File: src/hw/bdec_pkg.sv
package bdec_pkg;

  // Register addresses on the local processor port
  localparam logic [31:0] STATUS_ADDR = 32'h20080004;
  localparam logic [31:0] BUS_PAGE_ADDR = 32'h20080008;
  localparam logic [31:0] DMA_PAGE_ADDR = 32'h2008000c;

  // Status register bit positions
  localparam int HALT_BIT = 15;
  localparam int POWER_BIT = 14;
  localparam int MASTER_TIMEOUT_BIT = 7;
  localparam int PARITY_BIT = 5;
  localparam int MEMORY_BIT = 4;
  localparam int LOST_BIT = 3;
  localparam int NO_GRANT_BIT = 2;
  localparam int DMA_NXM_BIT = 0;

  localparam int STATUS_WIDTH = 16;
  localparam logic [15:0] STATUS_IMPL_MASK = 16'hc0bd;
  localparam logic [15:0] CAPTURE_MASK = 16'h00b1;
  localparam logic [15:0] STATUS_RESET = 16'h0000;

  // Capture register layouts
  localparam int BUS_PAGE_WIDTH = 13;
  localparam int BUS_PAGE_LSB = 9;
  localparam int DMA_PAGE_WIDTH = 20;
  localparam int DMA_PAGE_LSB = 9;
  localparam logic [31:0] WORD_ZERO = 32'h00000000;
  localparam logic [3:0] WORD_LANES = 4'hf;

  typedef enum logic [1:0] {
    DEMAND_READ,
    DEMAND_WRITE,
    INTR_ACK,
    PREFETCH_READ
  } bdec_cycle_type;

endpackage

File: src/hw/bdec_error_capture.sv
`timescale 1ns/100ps
// Function
// - Unused status bits read zero
// - Halt line with enable sets bit 15
// - Power-good negation with halt action sets 14
// - Write-one, io reset, power-up, halted negation clear
// - Zero writes ignored; byte lanes accepted
// - Demand cycle no reply sets bit 7
// - Ack and prefetch cycles never set 7,5,2
// - Demand read parity error sets bit 5
// - Local memory read error sets bit 4, reported
// - Capturing error with flag already set: lost
// - Demand cycle grant timeout sets bit 2
// - Bus page valid only with 5 or 7
// - Bus address 21:9 into bits 12:0
// - Page registers read-only, word reads
// - Write to bus page raises machine check
// - Write to DMA page raises machine check
// - DMA page valid only with 4 or 0
// - DMA page latched until 4,0 cleared
// - Mapped address 28:9 into bits 19:0
module bdec_error_capture (
  // Clock and reset
  input wire logic clock,
  input wire logic rst_b,
  // Local processor register port
  input wire logic regRead,
  input wire logic regWrite,
  input wire logic [31:0] regAddr,
  input wire logic [31:0] regWriteData,
  input wire logic [3:0] regByteEnable,
  output logic [31:0] regReadData,
  output logic regReadValid,
  output logic machineCheck,
  // Configuration and system state
  input wire logic haltLineEnable,
  input wire logic dcokHaltAction,
  input wire logic processorHalted,
  input wire logic ioResetWrite,
  // Backplane lines
  input wire logic backplaneHaltLine,
  input wire logic backplanePowerGood,
  // Backplane cycle outcome
  input wire logic busCycleDone,
  input wire bdec_pkg::bdec_cycle_type busCycleKind,
  input wire logic busNoReply,
  input wire logic busParityError,
  input wire logic busNoGrant,
  input wire logic [21:0] busAddress,
  // DMA side events
  input wire logic memoryReadError,
  input wire logic dmaNonexistent,
  input wire logic [28:0] mappedAddress,
  // Report to interprocessor comm register
  output logic memErrorReport
);

  typedef struct packed {
    logic [15:0] status;
    logic powerGoodPrev;
    logic [31:0] readData;
    logic readValid;
    logic machineCheck;
    logic memReport;
  } bdec_state_type;

  bdec_state_type state_reg;
  bdec_state_type state_next;

  logic [1:0] resetSync_reg;
  logic resetSync_b;
  logic [bdec_pkg::BUS_PAGE_WIDTH-1:0] busPage;
  logic [bdec_pkg::DMA_PAGE_WIDTH-1:0] dmaPage;
  logic demandCycle;
  logic setMasterTimeout;
  logic setParity;
  logic setNoGrant;
  logic setMemory;
  logic setNxm;
  logic setHalt;
  logic setPower;
  logic setLost;
  logic powerGoodFall;
  logic clearAll;
  logic busLoad;
  logic dmaLoad;
  logic [15:0] setVector;
  logic [15:0] clearVector;
  logic [31:0] writeLanes;

  function automatic logic [31:0] laneMask(input logic [3:0] lanes);
    logic [31:0] mask;
    mask = '0;
    for (int i = 0; i < 4; i++) begin
      mask[8*i +: 8] = {8{lanes[i]}};
    end
    return mask;
  endfunction

  function automatic logic hits(input logic [31:0] addr, input logic [31:0] reg_addr);
    return addr == reg_addr;
  endfunction

  // Reset release through two flip-flops
  always_ff @(posedge clock or negedge rst_b) begin
    if (!rst_b) begin
      resetSync_reg <= 2'h0;
    end else begin
      resetSync_reg <= {resetSync_reg[0], 1'b1};
    end
  end
  assign resetSync_b = resetSync_reg[1];

  always_comb begin
    writeLanes = laneMask(regByteEnable);
    demandCycle = busCycleDone && (busCycleKind == bdec_pkg::DEMAND_READ ||
                                   busCycleKind == bdec_pkg::DEMAND_WRITE);
    setMasterTimeout = demandCycle && busNoReply;
    setParity = busCycleDone && busParityError &&
                busCycleKind == bdec_pkg::DEMAND_READ;
    setNoGrant = demandCycle && busNoGrant;
    setMemory = memoryReadError;
    setNxm = dmaNonexistent;
    setHalt = backplaneHaltLine && haltLineEnable;
    powerGoodFall = state_reg.powerGoodPrev && !backplanePowerGood;
    setPower = powerGoodFall && dcokHaltAction;
    setLost = (setMasterTimeout || setParity || setMemory || setNxm) &&
              |(state_reg.status & bdec_pkg::CAPTURE_MASK);
    busLoad = (setMasterTimeout || setParity) &&
              !state_reg.status[bdec_pkg::MASTER_TIMEOUT_BIT] &&
              !state_reg.status[bdec_pkg::PARITY_BIT];
    dmaLoad = (setMemory || setNxm) &&
              !state_reg.status[bdec_pkg::MEMORY_BIT] &&
              !state_reg.status[bdec_pkg::DMA_NXM_BIT];
    setVector = '0;
    setVector[bdec_pkg::HALT_BIT] = setHalt;
    setVector[bdec_pkg::POWER_BIT] = setPower;
    setVector[bdec_pkg::MASTER_TIMEOUT_BIT] = setMasterTimeout;
    setVector[bdec_pkg::PARITY_BIT] = setParity;
    setVector[bdec_pkg::MEMORY_BIT] = setMemory;
    setVector[bdec_pkg::LOST_BIT] = setLost;
    setVector[bdec_pkg::NO_GRANT_BIT] = setNoGrant;
    setVector[bdec_pkg::DMA_NXM_BIT] = setNxm;
    clearAll = ioResetWrite || (powerGoodFall && processorHalted);
    clearVector = '0;
    if (clearAll) begin
      clearVector = '1;
    end else if (regWrite && hits(regAddr, bdec_pkg::STATUS_ADDR)) begin
      clearVector = regWriteData[15:0] & writeLanes[15:0];
    end
  end

  always_comb begin
    state_next = state_reg;
    state_next.powerGoodPrev = backplanePowerGood;
    state_next.status = ((state_reg.status & ~clearVector) | setVector) &
                        bdec_pkg::STATUS_IMPL_MASK;
    state_next.readValid = regRead;
    state_next.readData = bdec_pkg::WORD_ZERO;
    if (regRead) begin
      if (hits(regAddr, bdec_pkg::STATUS_ADDR)) begin
        state_next.readData = {16'h0000, state_reg.status};
      end else if (hits(regAddr, bdec_pkg::BUS_PAGE_ADDR)) begin
        state_next.readData = {19'h00000, busPage};
      end else if (hits(regAddr, bdec_pkg::DMA_PAGE_ADDR)) begin
        state_next.readData = {12'h000, dmaPage};
      end
    end
    state_next.machineCheck = regWrite &&
                              (hits(regAddr, bdec_pkg::BUS_PAGE_ADDR) ||
                               hits(regAddr, bdec_pkg::DMA_PAGE_ADDR));
    state_next.memReport = setMemory;
  end

  always_ff @(posedge clock or negedge resetSync_b) begin
    if (!resetSync_b) begin
      state_reg.status <= bdec_pkg::STATUS_RESET;
      state_reg.powerGoodPrev <= 1'b1;
      state_reg.readData <= bdec_pkg::WORD_ZERO;
      state_reg.readValid <= 1'b0;
      state_reg.machineCheck <= 1'b0;
      state_reg.memReport <= 1'b0;
    end else begin
      state_reg <= state_next;
    end
  end

  // Bus side page, write path has no access to it
  bdec_page_capture #(
    .WIDTH(bdec_pkg::BUS_PAGE_WIDTH)
  ) busCapture (
    .clock(clock),
    .resetSync_b(resetSync_b),
    .load(busLoad),
    .pageIn(busAddress[bdec_pkg::BUS_PAGE_LSB +: bdec_pkg::BUS_PAGE_WIDTH]),
    .page(busPage)
  );

  bdec_page_capture #(
    .WIDTH(bdec_pkg::DMA_PAGE_WIDTH)
  ) dmaCapture (
    .clock(clock),
    .resetSync_b(resetSync_b),
    .load(dmaLoad),
    .pageIn(mappedAddress[bdec_pkg::DMA_PAGE_LSB +: bdec_pkg::DMA_PAGE_WIDTH]),
    .page(dmaPage)
  );

  assign regReadData = state_reg.readData;
  assign regReadValid = state_reg.readValid;
  assign machineCheck = state_reg.machineCheck;
  assign memErrorReport = state_reg.memReport;
endmodule

File: src/hw/bdec_page_capture.sv
`timescale 1ns/100ps
module bdec_page_capture #(
  parameter int WIDTH = 13
) (
  // Clock and synchronised reset
  input wire logic clock,
  input wire logic resetSync_b,
  // Capture control
  input wire logic load,
  input wire logic [WIDTH-1:0] pageIn,
  // Captured page
  output logic [WIDTH-1:0] page
);

  typedef struct packed {
    logic [WIDTH-1:0] page;
  } bdec_capture_type;

  bdec_capture_type state_reg;
  bdec_capture_type state_next;

  always_comb begin
    state_next = state_reg;
    if (load) begin
      state_next.page = pageIn;
    end
  end

  always_ff @(posedge clock or negedge resetSync_b) begin
    if (!resetSync_b) begin
      state_reg <= '0;
    end else begin
      state_reg <= state_next;
    end
  end

  assign page = state_reg.page;

endmodule

File: config.mk
export PLATFORM = sky130hd
export DESIGN_NAME = bdec_error_capture
export DESIGN_NICKNAME = d
export VERILOG_FILES = /design/src/hw/bdec_pkg.sv /design/src/hw/bdec_error_capture.sv /design/src/hw/bdec_page_capture.sv
export SDC_FILE = /design/constraint.sdc
export NUM_CORES = 1
export LEC_CHECK = 0
export BUFFER_PORTS_ARGS = -buffer_cell sky130_fd_sc_hd__buf_2
export CAP_MARGIN = 20
export CORE_ASPECT_RATIO = 0.75
export CORE_MARGIN = 2
export CORE_UTILIZATION = 48
export DETAILED_ROUTE_END_ITERATION = 12
export GPL_TIMING_DRIVEN = 0
export HOLD_SLACK_MARGIN = 0.08
export PLACE_DENSITY = 0.84
export SETUP_SLACK_MARGIN = 0.5
export SYNTH_ARGS = -nofsm -noshare
export SYNTH_HDL_FRONTEND = slang
export SYNTH_SLANG_ARGS = --single-unit
File: constraint.sdc
create_clock -name clock -period 3.71 [get_ports clock]
set_input_delay 0.5565 -clock clock [delete_from_list [all_inputs] [get_ports clock]]
set_output_delay 0.5565 -clock clock [all_outputs]
set_load 0.01 [all_outputs]
; ---- After elaboration in Yosys (flattened, before gate mapping)
; Index checks and enable logic that the tools add are counted.
[op_classes]
n_bitwise = 4
n_eq_ne = 4
reduce_logical = 30
muxes = 6
[ops]
columns = operator, count
row1 = $eq A32 B30 Y1 const B, 3
row2 = $mux W20, 3
row3 = $and A16 B16 Y16, 2
row4 = $mux W16, 2
row5 = $mux W32, 1
row6 = $logic_and A1 B1 Y1, 16
row7 = $not A16 Y16, 1
row8 = $or A16 B16 Y16, 1
row9 = $logic_or A1 B1 Y1, 7
row10 = $logic_not A1 Y1, 5
row11 = $reduce_or A4 Y1, 1
row12 = $eq A2 B1 Y1 const B, 1
row13 = $logic_not A2 Y1, 1
[totals]
reg_bits = 79
wordCells = 53
inputBits = 137

; ---- Logic depth before layout (Yosys ltp)
; Gate-level depths: netlist (run 1).
[depth]
ltp_word = 9
mapped_depth = 6
mapped_depth_nobuf = 4

; ---- Cells and area by module
; From an unflattened synthesis (run 1), not the netlist that was laid out.
[unflattened]
hier_cells = 246
hier_area_um2 = 3240.6
[modules_own_cells]
columns = module, area_per_inst_um2, instances, cells_per_inst, seq_area_each_um2
row1 = bdec_error_capture, 1896.8, 1, 177, 852.1
row2 = bdec_page_capture at dmaCapture, 823.3, 1, 42, 500.5
row3 = bdec_page_capture at busCapture, 520.5, 1, 27, 325.3

; ---- Worst setup path before layout (run 1)
; No wires, ideal clock.
[synth_timing]
kind = input-to-reg
from = input busCycleDone
to = register busCapture.state_reg, in the netlist busCapture.page[10]
path_slack_ps = 1957
arrival_time_ps = 1628
n_path_buf = 2
required_time_ps = 3585
path_stages = 6
path_cell_list = nor2b_4 o21ai_2 or3_1 buf_6 buf_12 mux2_4
[synth_between]
elab_chain_cells = 5
[synth_rtl]
columns = item, line
row1 = from (decl), bdec_error_capture.sv:44  ; input wire logic busCycleDone,
row2 = "$logic_and A1 B1 Y1, on equally long branches", "bdec_error_capture.sv:116, bdec_error_capture.sv:119"
row3 = "$logic_and A1 B1 Y1, on equally long branches", "bdec_error_capture.sv:118, bdec_error_capture.sv:119"
row4 = $logic_or A1 B1 Y1 (*), bdec_error_capture.sv:129  ; busLoad = (setMasterTimeout || setParity) &&
row5 = $logic_and A1 B1 Y1 (*), bdec_error_capture.sv:129
row6 = $logic_and A1 B1 Y1 (*), bdec_error_capture.sv:130  ; !state_reg.status[bdec_pkg::MASTER_TIMEOUT_BIT] &&
row7 = to (signal assigned), bdec_page_capture.sv:33  ; state_reg <= state_next;
row8 = to (decl), bdec_page_capture.sv:19  ; bdec_capture_type state_reg;
; Every way passes the cells marked *; elsewhere a longest branch is shown, timed or not.
; A chain may end at the register's enable or synchronous reset.

==> results.ini, run 1 <==
[run_status]
status = complete, no violations

[clocking]
htreeDepth = 3
ctsHoldBuffers = 1
cts_setup_buffers = 0
cts_buffers = 9
root_buffer = clkbuf_8
cts_tree = yes
clockBufferDepth = 2
cts_sinks = 67
clkTransAtPathRegs_ns = 0.07
cts_resized = 0
insertion_delay_ns = 0.34

[drt]
first_pass_iters = 4
wirelength_um = 7470
avgViaCountPerCell = 5.05
m1WireLength_um = 3110
drtIter0Drc = 117
drtAntennaViolNets = 0
highest_layer = met4
vias = 2374
met3_length_um = 502
dr_wl_met2_um = 3720
wl_per_cell_um = 15.9
drc_errors = 0

[logic_synthesis]
yosys_warnings = 0
syn_area_mm2 = 0.00311
synth_edf_count = 0
synth_compound_area_share_pct = 4.55
synth.area.mux_share_pct = 18.3
synth_top_area_cell = dfrtp_1
yosysUniqueCellTypes = 37
synth_top_family_by_area = multiplexers
synth-seq-area-share_pct = 54.0
syn_avg_cell_area_um2 = 12.6
synth_fa_ha_area_share_pct = 0
synth_ff_type = dfrtp_1
synth_top_area_share_pct = 53.2
synth_xor_area_share_pct = 0
ys_async_sr_fraction_pct = 100
synthSimpleGateAreaFrac_pct = 11.9
ys_ff_latch = 67
netlist_instances = 247
synthTopCellsByArea = dfrtp_1 (53%), mux2_2 (11%), buf_4 (7.7%)

[worst_setup_path]
path_delay_family = simple AND/OR/NAND/NOR gates
crit_path_max_incr_delay_ns = 0.56
cp_cell_sequence = buf_2 > nor4_1 > nand4_1 > nor3_1 > and4_1
cp_slowest_cell = nor3_1
critPathMaxFanout = 6
r2r_start = state_reg[35]
cp-end-kind = flip-flop
worstSetupPathType = primary input to flip-flop
cp-start-kind = primary input
critPathBufInv = 1
worstPathRequired_ns = 3.98
critPathLaunch = regAddr[22]
crit_arrival_ns = 2.00
r2r_slack_ns = 2.08

[timing]
fmax_ghz = 0.580
tns_ns = 0
holdWs_ns = 0.322
finClkSkew_ns = 0.00706
worst_pin_slew_ns = 0.836
relSlewSlack_pct = 44.3
finalHoldViolCount = 0
post-route-min-period_ns = 1.73
drv_slew = 0
fin_ws_ns = 1.98
finalSetupViolations = 0
fin_crit_sh_pct = 46.5
rsz0062_at_grt = no

[die]
ios = 172
die_area_mm2 = 0.00714
die_w_um = 96.9
die_h_um = 73.7
start_util_pct = 49.4
core-area_mm2 = 0.00629
rows = 25

[place]
place.gp.congestion = 0.784
numPlacedInstances = 454
pre_cts_slack_ns = 1.64
dp_hpwl_um = 5510
portBuffers = 114

[worst_hold_path]
hold_path_class = primary input to flip-flop
min_from = backplanePowerGood

[pwr]
pwr-share-clk_pct = 34.2
comb_power_share_pct = 15.6
power.switching_w = 0.000429
sw_frac_of_total_pct = 24.2
p_per_area_mw_per_mm2 = 440
p_seq_share_pct = 50.2
irDropWorstVdd_uv = 238
internal-power_w = 0.00135
leakage_nw = 2.11

[final_layout]
multi_input_area_mm2 = 0.00113
fill_cells = 503
area_growth_pct = 30.2
mostFrequentLayoutCell = buf_2
finish.utilization_pct = 64.3
fin_cells = 470
layout-drive-gt1-share_pct = 55.3
final_nets = 522
ff_latch_area_mm2 = 0.00168
n_antenna_cell = 0
final_cell_mix = buf_2 (118), dfrtp_1 (65), buf_4 (32)

[grt]
antenna_found_initial = 0
track_usage_pct = 22.1
grt_overflow = 0
grt_pass1_vias = 2493
grt_pass1_wl_um = 11900
grt_max_degree = 38

[flow_run]
max_cap_viol_count = 0

==> layout make-up <==
class / instances / share of cell area, %
Multi-Input combinational cell: 144 / 27.9
Buffer: 43 / 8.04
Timing Repair Buffer: 116 / 14.8
Clock inverter: 2 / 0.866
Clock buffer: 13 / 3.93
Tap cell: 81 / 2.51
Inverter: 4 / 0.371
Sequential cell: 67 / 41.5
==> worst register-to-register path, stage by stage, from the launching register on <==
cell and delay (ns):
dfstp_2 0.36, nor2b_1 0.13, a21oi_1 0.60, a21oi_1 0.19
a41oi_1 0.24
==> synth_stat cells, drive strengths merged, types with 3 or more instances <==
master	n
nand2	14
clkbuf	3
mux2i	7
nand4	4
nor3	15
nand3	3
mux2	41
nor2	4
nor4b	3
nor4	6
and4	4
a22oi	6
a2bb2oi	5
inv	4
dfrtp	66
nor2b	4
a21oi	3
buf	40
==> per-stage QoR <==
step	instance area [um^2]	power [W]
CTS	4050	0.00179
detailed placement	3840	0.00118
finish	4050	0.00178
global route	4050	0.00186
global placement	3820	0.00116
floorplan	3150	0.00108
==> layer usage <==
| metal | up-vias | global-route usage [%] |
|---|---|---|
| met2 | 104 | 36.3 |
| met1 | 1147 | 27.7 |
| li1 | 1109 | - |
| met3 | 14 | 8.18 |
| met4 | 0 | 7.04 |
| met5 | - | 0 |
==> power by group through the flow <==
stage | Sequential (W) | Clock (W) | Combinational [W]
floorplan | 0.000889 | 0 | 0.000188
global placement | 0.000902 | 0 | 0.000254
detailed placement | 0.000906 | 0 | 0.000275
CTS | 0.000892 | 0.000623 | 0.000279
global route | 0.000905 | 0.000654 | 0.000304
finish | 0.000893 | 0.000608 | 0.000277
==> final timing paths <==
path | end | cells past startpoint
setup / recovery | regReadData[19] | 5
hold / removal | state_reg[35] | 1
setup reg to reg | state_reg[36] | 4
hold reg to reg | resetSync_reg[1] | 0
max in group asynchronous | state_reg[35] | 1
min in group asynchronous | busCapture.page[0] | 0
==> cell families after synthesis <==
logic type,count (synthesis)
muxes,48
DFF,67
buffers and inverters,47
AOI/OAI and AO/OA,19
other,2
and+or+nand+nor,64
(Power assumes the default switching activity.)
==> inputs of run 2 (changes only) <==
Settings changed: CORE_UTILIZATION 48 to 44, PLACE_DENSITY 0.84 to 0.77.
Clock period 3.71 ns to 1.75 ns, I/O delays scaled along.
==> run 2 against run 1 <==
Worst setup slack got worse by 1.7 ns; clock-buffer cell count shrank 3; cell area increased by 16%; total power increased by 120%; sequential power rose by 110%; clock skew is 0.0035 ns higher; via count grew 1.3%; wire length is 5.0% higher; combinational power grew to 2.6 times the previous value; non-clock buffer count up 17; global-route usage fell by 1.7 points; flip-flop and latch count is the same; critical path type is now flip-flop to flip-flop; largest power group unchanged.
==> results.ini, run 2 (synthesized netlist as in run 1, its figures left out) <==
[pwr]
leakage_nw = 2.34  ; +11%
pwr-share-clk_pct = 33.2  ; -1.0 points
p_seq_share_pct = 48.5  ; -1.7 points
p_per_area_mw_per_mm2 = 829  ; +89%
irDropWorstVdd_uv = 446  ; +88%
sw_frac_of_total_pct = 26.3  ; +2.2 points
comb_power_share_pct = 18.3  ; +2.7 points
internal-power_w = 0.00288  ; +110%
power.switching_w = 0.00103  ; +140%

[timing]
tns_ns = 0  ; unchanged
finalHoldViolCount = 0  ; unchanged
post-route-min-period_ns = 1.46
rsz0062_at_grt = yes
finalSetupViolations = 0  ; unchanged
fmax_ghz = 0.686
fin_crit_sh_pct = 83.4
drv_slew = 0  ; unchanged
relSlewSlack_pct = 57.5  ; +13 points
finClkSkew_ns = 0.0106  ; +0.00349 ns
worst_pin_slew_ns = 0.636  ; -0.200 ns

[final_layout]
mostFrequentLayoutCell = buf_2
final_cell_mix = buf_2 (97), dfrtp_1 (64), buf_4 (37)
finish.utilization_pct = 68.9  ; +4.6 points
area_growth_pct = 51.6
n_antenna_cell = 0  ; unchanged
fin_cells = 491  ; +4.5%
final_nets = 539  ; +3.3%
layout-drive-gt1-share_pct = 67.6  ; +12 points

[worst_setup_path]
crit_arrival_ns = 1.69  ; -0.31 ns
worstPathRequired_ns = 1.98  ; -2.00 ns
critPathMaxFanout = 5  ; -1
r2r_start = state_reg[41]
worstSetupPathType = flip-flop to flip-flop
r2r_slack_ns = 0.29  ; -1.79 ns
cp-end-kind = flip-flop
ff2ff_path_depth = 4  ; unchanged
cp-start-kind = flip-flop
r2r-end = busCapture.page[11]

[clocking]
clkTransAtPathRegs_ns = 0.07  ; about the same
cts_sinks = 67  ; unchanged
cts_tree = yes
htreeDepth = 3  ; unchanged
insertion_delay_ns = 0.35  ; about the same
clockBufferDepth = 2  ; unchanged
root_buffer = clkbuf_8
cts_buffers = 9  ; unchanged

[grt]
grt_pass1_wl_um = 12000  ; +0.58%
gr-usage-met1_pct = 26.4  ; -1.3 points
grt_pass1_vias = 2490  ; -0.12%
met2_usage_pct = 33.3  ; -2.9 points
track_usage_pct = 20.4  ; -1.7 points
use_met3_pct = 5.74  ; -2.4 points
grt_overflow = 0  ; unchanged
grt-busiest-layer = met2
antenna_found_initial = 0  ; unchanged
grt_max_degree = 44  ; +16%

[die]
ios = 172  ; unchanged
die_area_mm2 = 0.00776  ; +8.6%
start_util_pct = 45.5  ; -3.9 points
core-area_mm2 = 0.00683  ; +8.7%
die_h_um = 76.8  ; +4.2%
rows = 26  ; +4.0%
die_w_um = 101  ; +4.3%

[worst_hold_path]
hold_path_class = primary input to flip-flop
min_from = regWriteData[4]
min_path_cells = 2  ; +1
hold_end = state_reg[40]

[run_status]
status = complete, no violations

[drt]
wl_per_cell_um = 16.0  ; +0.48%
first_pass_iters = 4  ; unchanged
vias = 2406  ; +1.3%
drtIter0Drc = 55  ; -53%
wirelength_um = 7840  ; +5.0%
avgViaCountPerCell = 4.90  ; -3.0%
drc_errors = 0  ; unchanged
drtAntennaViolNets = 0  ; unchanged

[place]
numPlacedInstances = 457  ; +0.66%
portBuffers = 114  ; unchanged
place.gp.congestion = 0.809  ; +3.1%
dp_hpwl_um = 5470  ; -0.70%

[flow_run]
max_cap_viol_count = 0  ; unchanged

## run 2: worst max path at each step
stage                              from  depth (start not counted)                   to
after global placement       regAddr[6]                          6        state_reg[50]
after CTS                 state_reg[41]                          4  busCapture.page[11]
after floorplan            busCycleDone                          6  busCapture.page[10]
final                     state_reg[41]                          4  busCapture.page[11]
after detailed placement     regAddr[6]                          6        state_reg[38]
after global routing      state_reg[41]                          4  busCapture.page[11]
## run 2: area by class of cell
class	count	area, um^2
flip-flops and latches	67	1680
well taps	84	105
inverters	4	15.0
fillers	494	2120
clock inverters	6	65.1
clock buffers	10	138
multi-input cells	144	1440
repair buffers	133	897
plain buffers	43	374
## run 2: timing repair
| item | 4_1_cts | 5_1_grt |
|---|---|---|
| pin swaps | 3 | 9 |
| gates resized for setup | 18 | 57 |
| hold buffers | 4 | 0 |
| setup buffers | 6 | 3 |
| endpoints found under the setup margin | 42 | 77 |
| cloned | 3 | 2 |
| hold endpoints to repair | 5 | 0 |
## run 2: power by group through the flow
stage | sequential, W | clock (W) | combinational, W
6_report | 0.00189 | 0.00130 | 0.000715
3_5_place_dp | 0.00192 | 0 | 0.000622
4_1_cts | 0.00189 | 0.00132 | 0.000667
2_1_floorplan | 0.00188 | 0 | 0.000419
5_1_grt | 0.00192 | 0.00138 | 0.000779
3_3_place_gp | 0.00192 | 0 | 0.000575
## run 2: worst max-delay path, cell delays in order (launching register included)
cell     delay, ns
dfrtp_1       0.39
or3_4         0.39
buf_6         0.14
buf_12        0.13
mux2_4        0.29
## run 2: metal layers
| metal | routed length, um | vias to the layer above |
|---|---|---|
| met5 | 0 | - |
| met4 | 106 | 0 |
| met3 | 385 | 10 |
| met2 | 3940 | 75 |
| met1 | 3410 | 1175 |
| li1 | - | 1146 |
## run 2: per-stage QoR
| stage | setup WS (ns) | hold WS, ns | total power (W) | instance area [um^2] |
|---|---|---|---|---|
| finish | 0.291 | 0.114 | 0.00390 | 4710 |
| global route | 0.267 | 0.109 | 0.00409 | 4710 |
| CTS | 0.293 | 0.103 | 0.00388 | 4370 |
| detailed placement | 0.0829 | 0.0504 | 0.00254 | 3990 |
| global placement | 0.0792 | 0.0482 | 0.00249 | 3970 |
| floorplan | 0.291 | -0.0331 | 0.00230 | 3290 |
==> inputs of run 3 (changes only) <==
Clock period 1.75 ns to 1.4 ns, I/O delays scaled along.
==> run 3 against run 2 <==
The run now ends with negative setup slack left; clock power up 42%; sequential power rose by 26%; sequential share of layout area fell by 3.2 points; hold slack worse by 0.023 ns; largest power group unchanged; fmax shrank 2.6%; clock-buffer cell count is the same; die area did not move; final cell count grew 2.9%; critical path depth stayed put; largest cell class unchanged; flip-flop and latch count stayed put.
==> results.ini, run 3 (synthesized netlist as in run 1, its figures left out) <==
[final_layout]
area_growth_pct = 66.7
final_nets = 552  ; +2.4%
fin_cells = 505  ; +2.9%
layout-drive-gt1-share_pct = 67.4  ; -0.19 points
mostFrequentLayoutCell = buf_2
final_cell_mix = buf_2 (85), dfrtp_1 (65), buf_6 (59)

[clocking]
cts_tree = yes
cts_sinks = 67  ; unchanged
insertion_delay_ns = 0.35  ; about the same
root_buffer = clkbuf_8
clockBufferDepth = 2  ; unchanged
htreeDepth = 3  ; unchanged
clkTransAtPathRegs_ns = 0.08  ; about the same
cts_buffers = 9  ; unchanged

[timing]
rsz0062_at_grt = yes
worst_pin_slew_ns = 0.776  ; +0.140 ns
post-route-min-period_ns = 1.50  ; +0.0391 ns
fin_crit_sh_pct = 107  ; +24 points
fmax_ghz = 0.668  ; -2.6%
drv_slew = 0  ; unchanged
relSlewSlack_pct = 48.1  ; -9.4 points
tns_ns = -1.04  ; -1.04 ns
finalSetupViolations = 13  ; +13
fin_ws_ns = -0.0979  ; -0.389 ns
finClkSkew_ns = 0.0159  ; +0.00535 ns
finalHoldViolCount = 0  ; unchanged

[grt]
grt_overflow = 0  ; unchanged
grt_pass1_wl_um = 14400  ; +20%
grt_pass1_vias = 2824  ; +13%
grt_max_degree = 33  ; -25%
antenna_found_initial = 1  ; +1
track_usage_pct = 24.6  ; +4.2 points

[worst_hold_path]
min_path_cells = 2  ; unchanged
min_from = mappedAddress[15]
hold_path_class = primary input to flip-flop
hold_end = dmaCapture.page[6]

[drt]
avgViaCountPerCell = 5.20  ; +6.2%
drtAntennaViolNets = 0  ; unchanged
wl_per_cell_um = 19.2  ; +20%
vias = 2628  ; +9.2%
drc_errors = 0  ; unchanged
drtIter0Drc = 106  ; +93%
wirelength_um = 9680  ; +23%
first_pass_iters = 4  ; unchanged

[place]
place.gp.congestion = 0.822  ; +1.6%
numPlacedInstances = 456  ; -0.22%
dp_hpwl_um = 5580  ; +2.0%
portBuffers = 114  ; unchanged

[worst_setup_path]
ff2ff_path_depth = 4  ; unchanged
r2r_start = state_reg[43]
crit_arrival_ns = 1.74  ; +0.05 ns
critPathMaxFanout = 5  ; unchanged
worstPathRequired_ns = 1.64  ; -0.34 ns
cp-end-kind = flip-flop
r2r_slack_ns = -0.1  ; -0.39 ns
r2r-end = busCapture.page[10]
cp-start-kind = flip-flop
worstSetupPathType = flip-flop to flip-flop

[die]
die_h_um = 76.8  ; unchanged
rows = 26  ; unchanged
die_area_mm2 = 0.00776  ; unchanged
start_util_pct = 45.5  ; unchanged
ios = 172  ; unchanged
core-area_mm2 = 0.00683  ; unchanged
die_w_um = 101  ; unchanged

[run_status]
violations = negative setup slack
status = finished, violations left

[pwr]
irDropWorstVdd_uv = 655  ; +47%
leakage_nw = 2.58  ; +10%
p_per_area_mw_per_mm2 = 1030  ; +25%

[flow_run]
max_cap_viol_count = 0  ; unchanged

-- run 3: timing repair --
item / in CTS / in global routing
cloned: 5 / 0
pin swaps: 14 / 14
hold endpoints to repair: 13 / 2
setup endpoints to repair: 150 / 85
hold buffers: 12 / 2
setup buffers: 13 / 0
gates resized for setup: 90 / 20
-- run 3: worst max path at each step --
stage,cells after the start,slack (ns),endpoint,start
floorplan,4,-0.03,busCapture.page[10],state_reg[43]
global placement,6,-0.17,state_reg[38],regAddr[17]
detailed placement,6,-0.19,state_reg[41],regAddr[6]
CTS,4,-0.05,busCapture.page[5],state_reg[41]
global route,4,-0.12,busCapture.page[10],state_reg[43]
finish,4,-0.1,busCapture.page[10],state_reg[43]
-- run 3: worst max-delay path: stages (launching register included) --
cell and delay, ns:
dfrtp_1 0.40, or3_4 0.40, buf_6 0.15, buf_16 0.14, mux2_4 0.30
-- run 3: final cells by class --
| class | instances | area, um^2 |
|---|---|---|
| diodes | 1 | 2.50 |
| plain buffers | 43 | 434 |
| clock buffers | 10 | 138 |
| clock inverters | 6 | 88.8 |
| fillers | 401 | 1650 |
| inverters | 4 | 15.0 |
| multi-input cells | 144 | 1590 |
| flip-flops and latches | 67 | 1680 |
| well taps | 84 | 105 |
| repair buffers | 146 | 1130 |
-- run 3: per-layer routing --
metal / part of all wire (%) / global-route usage, %
met1: 40 / 31.4
met2: 50 / 40.5
met3: 6.8 / 5.83
met4: 2.7 / 9.59
met5: 0 / 0
-- run 3: per-stage QoR --
step / setup WS, ns / hold slack (ns) / total power (W) / util [%] / instance area [um^2]
2_1_floorplan: -0.0295 / -0.0856 / 0.00298 / - / 3400
3_3_place_gp: -0.166 / -0.00377 / 0.00322 / 59.6 / 4070
3_5_place_dp: -0.189 / -0.00170 / 0.00328 / 59.6 / 4070
4_1_cts: -0.0487 / 0.0812 / 0.00525 / 73.6 / 5030
5_1_grt: -0.121 / 0.0863 / 0.00554 / 75.8 / 5180
6_report: -0.0979 / 0.0909 / 0.00534 / 75.8 / 5180
-- run 3: power by group --
part           total [W]  switching, W  leakage (nW)  internal [W]
registers        0.00239      0.000190         0.838       0.00220
logic            0.00111      0.000438          1.64      0.000671
clock network    0.00184      0.000792         0.108       0.00105
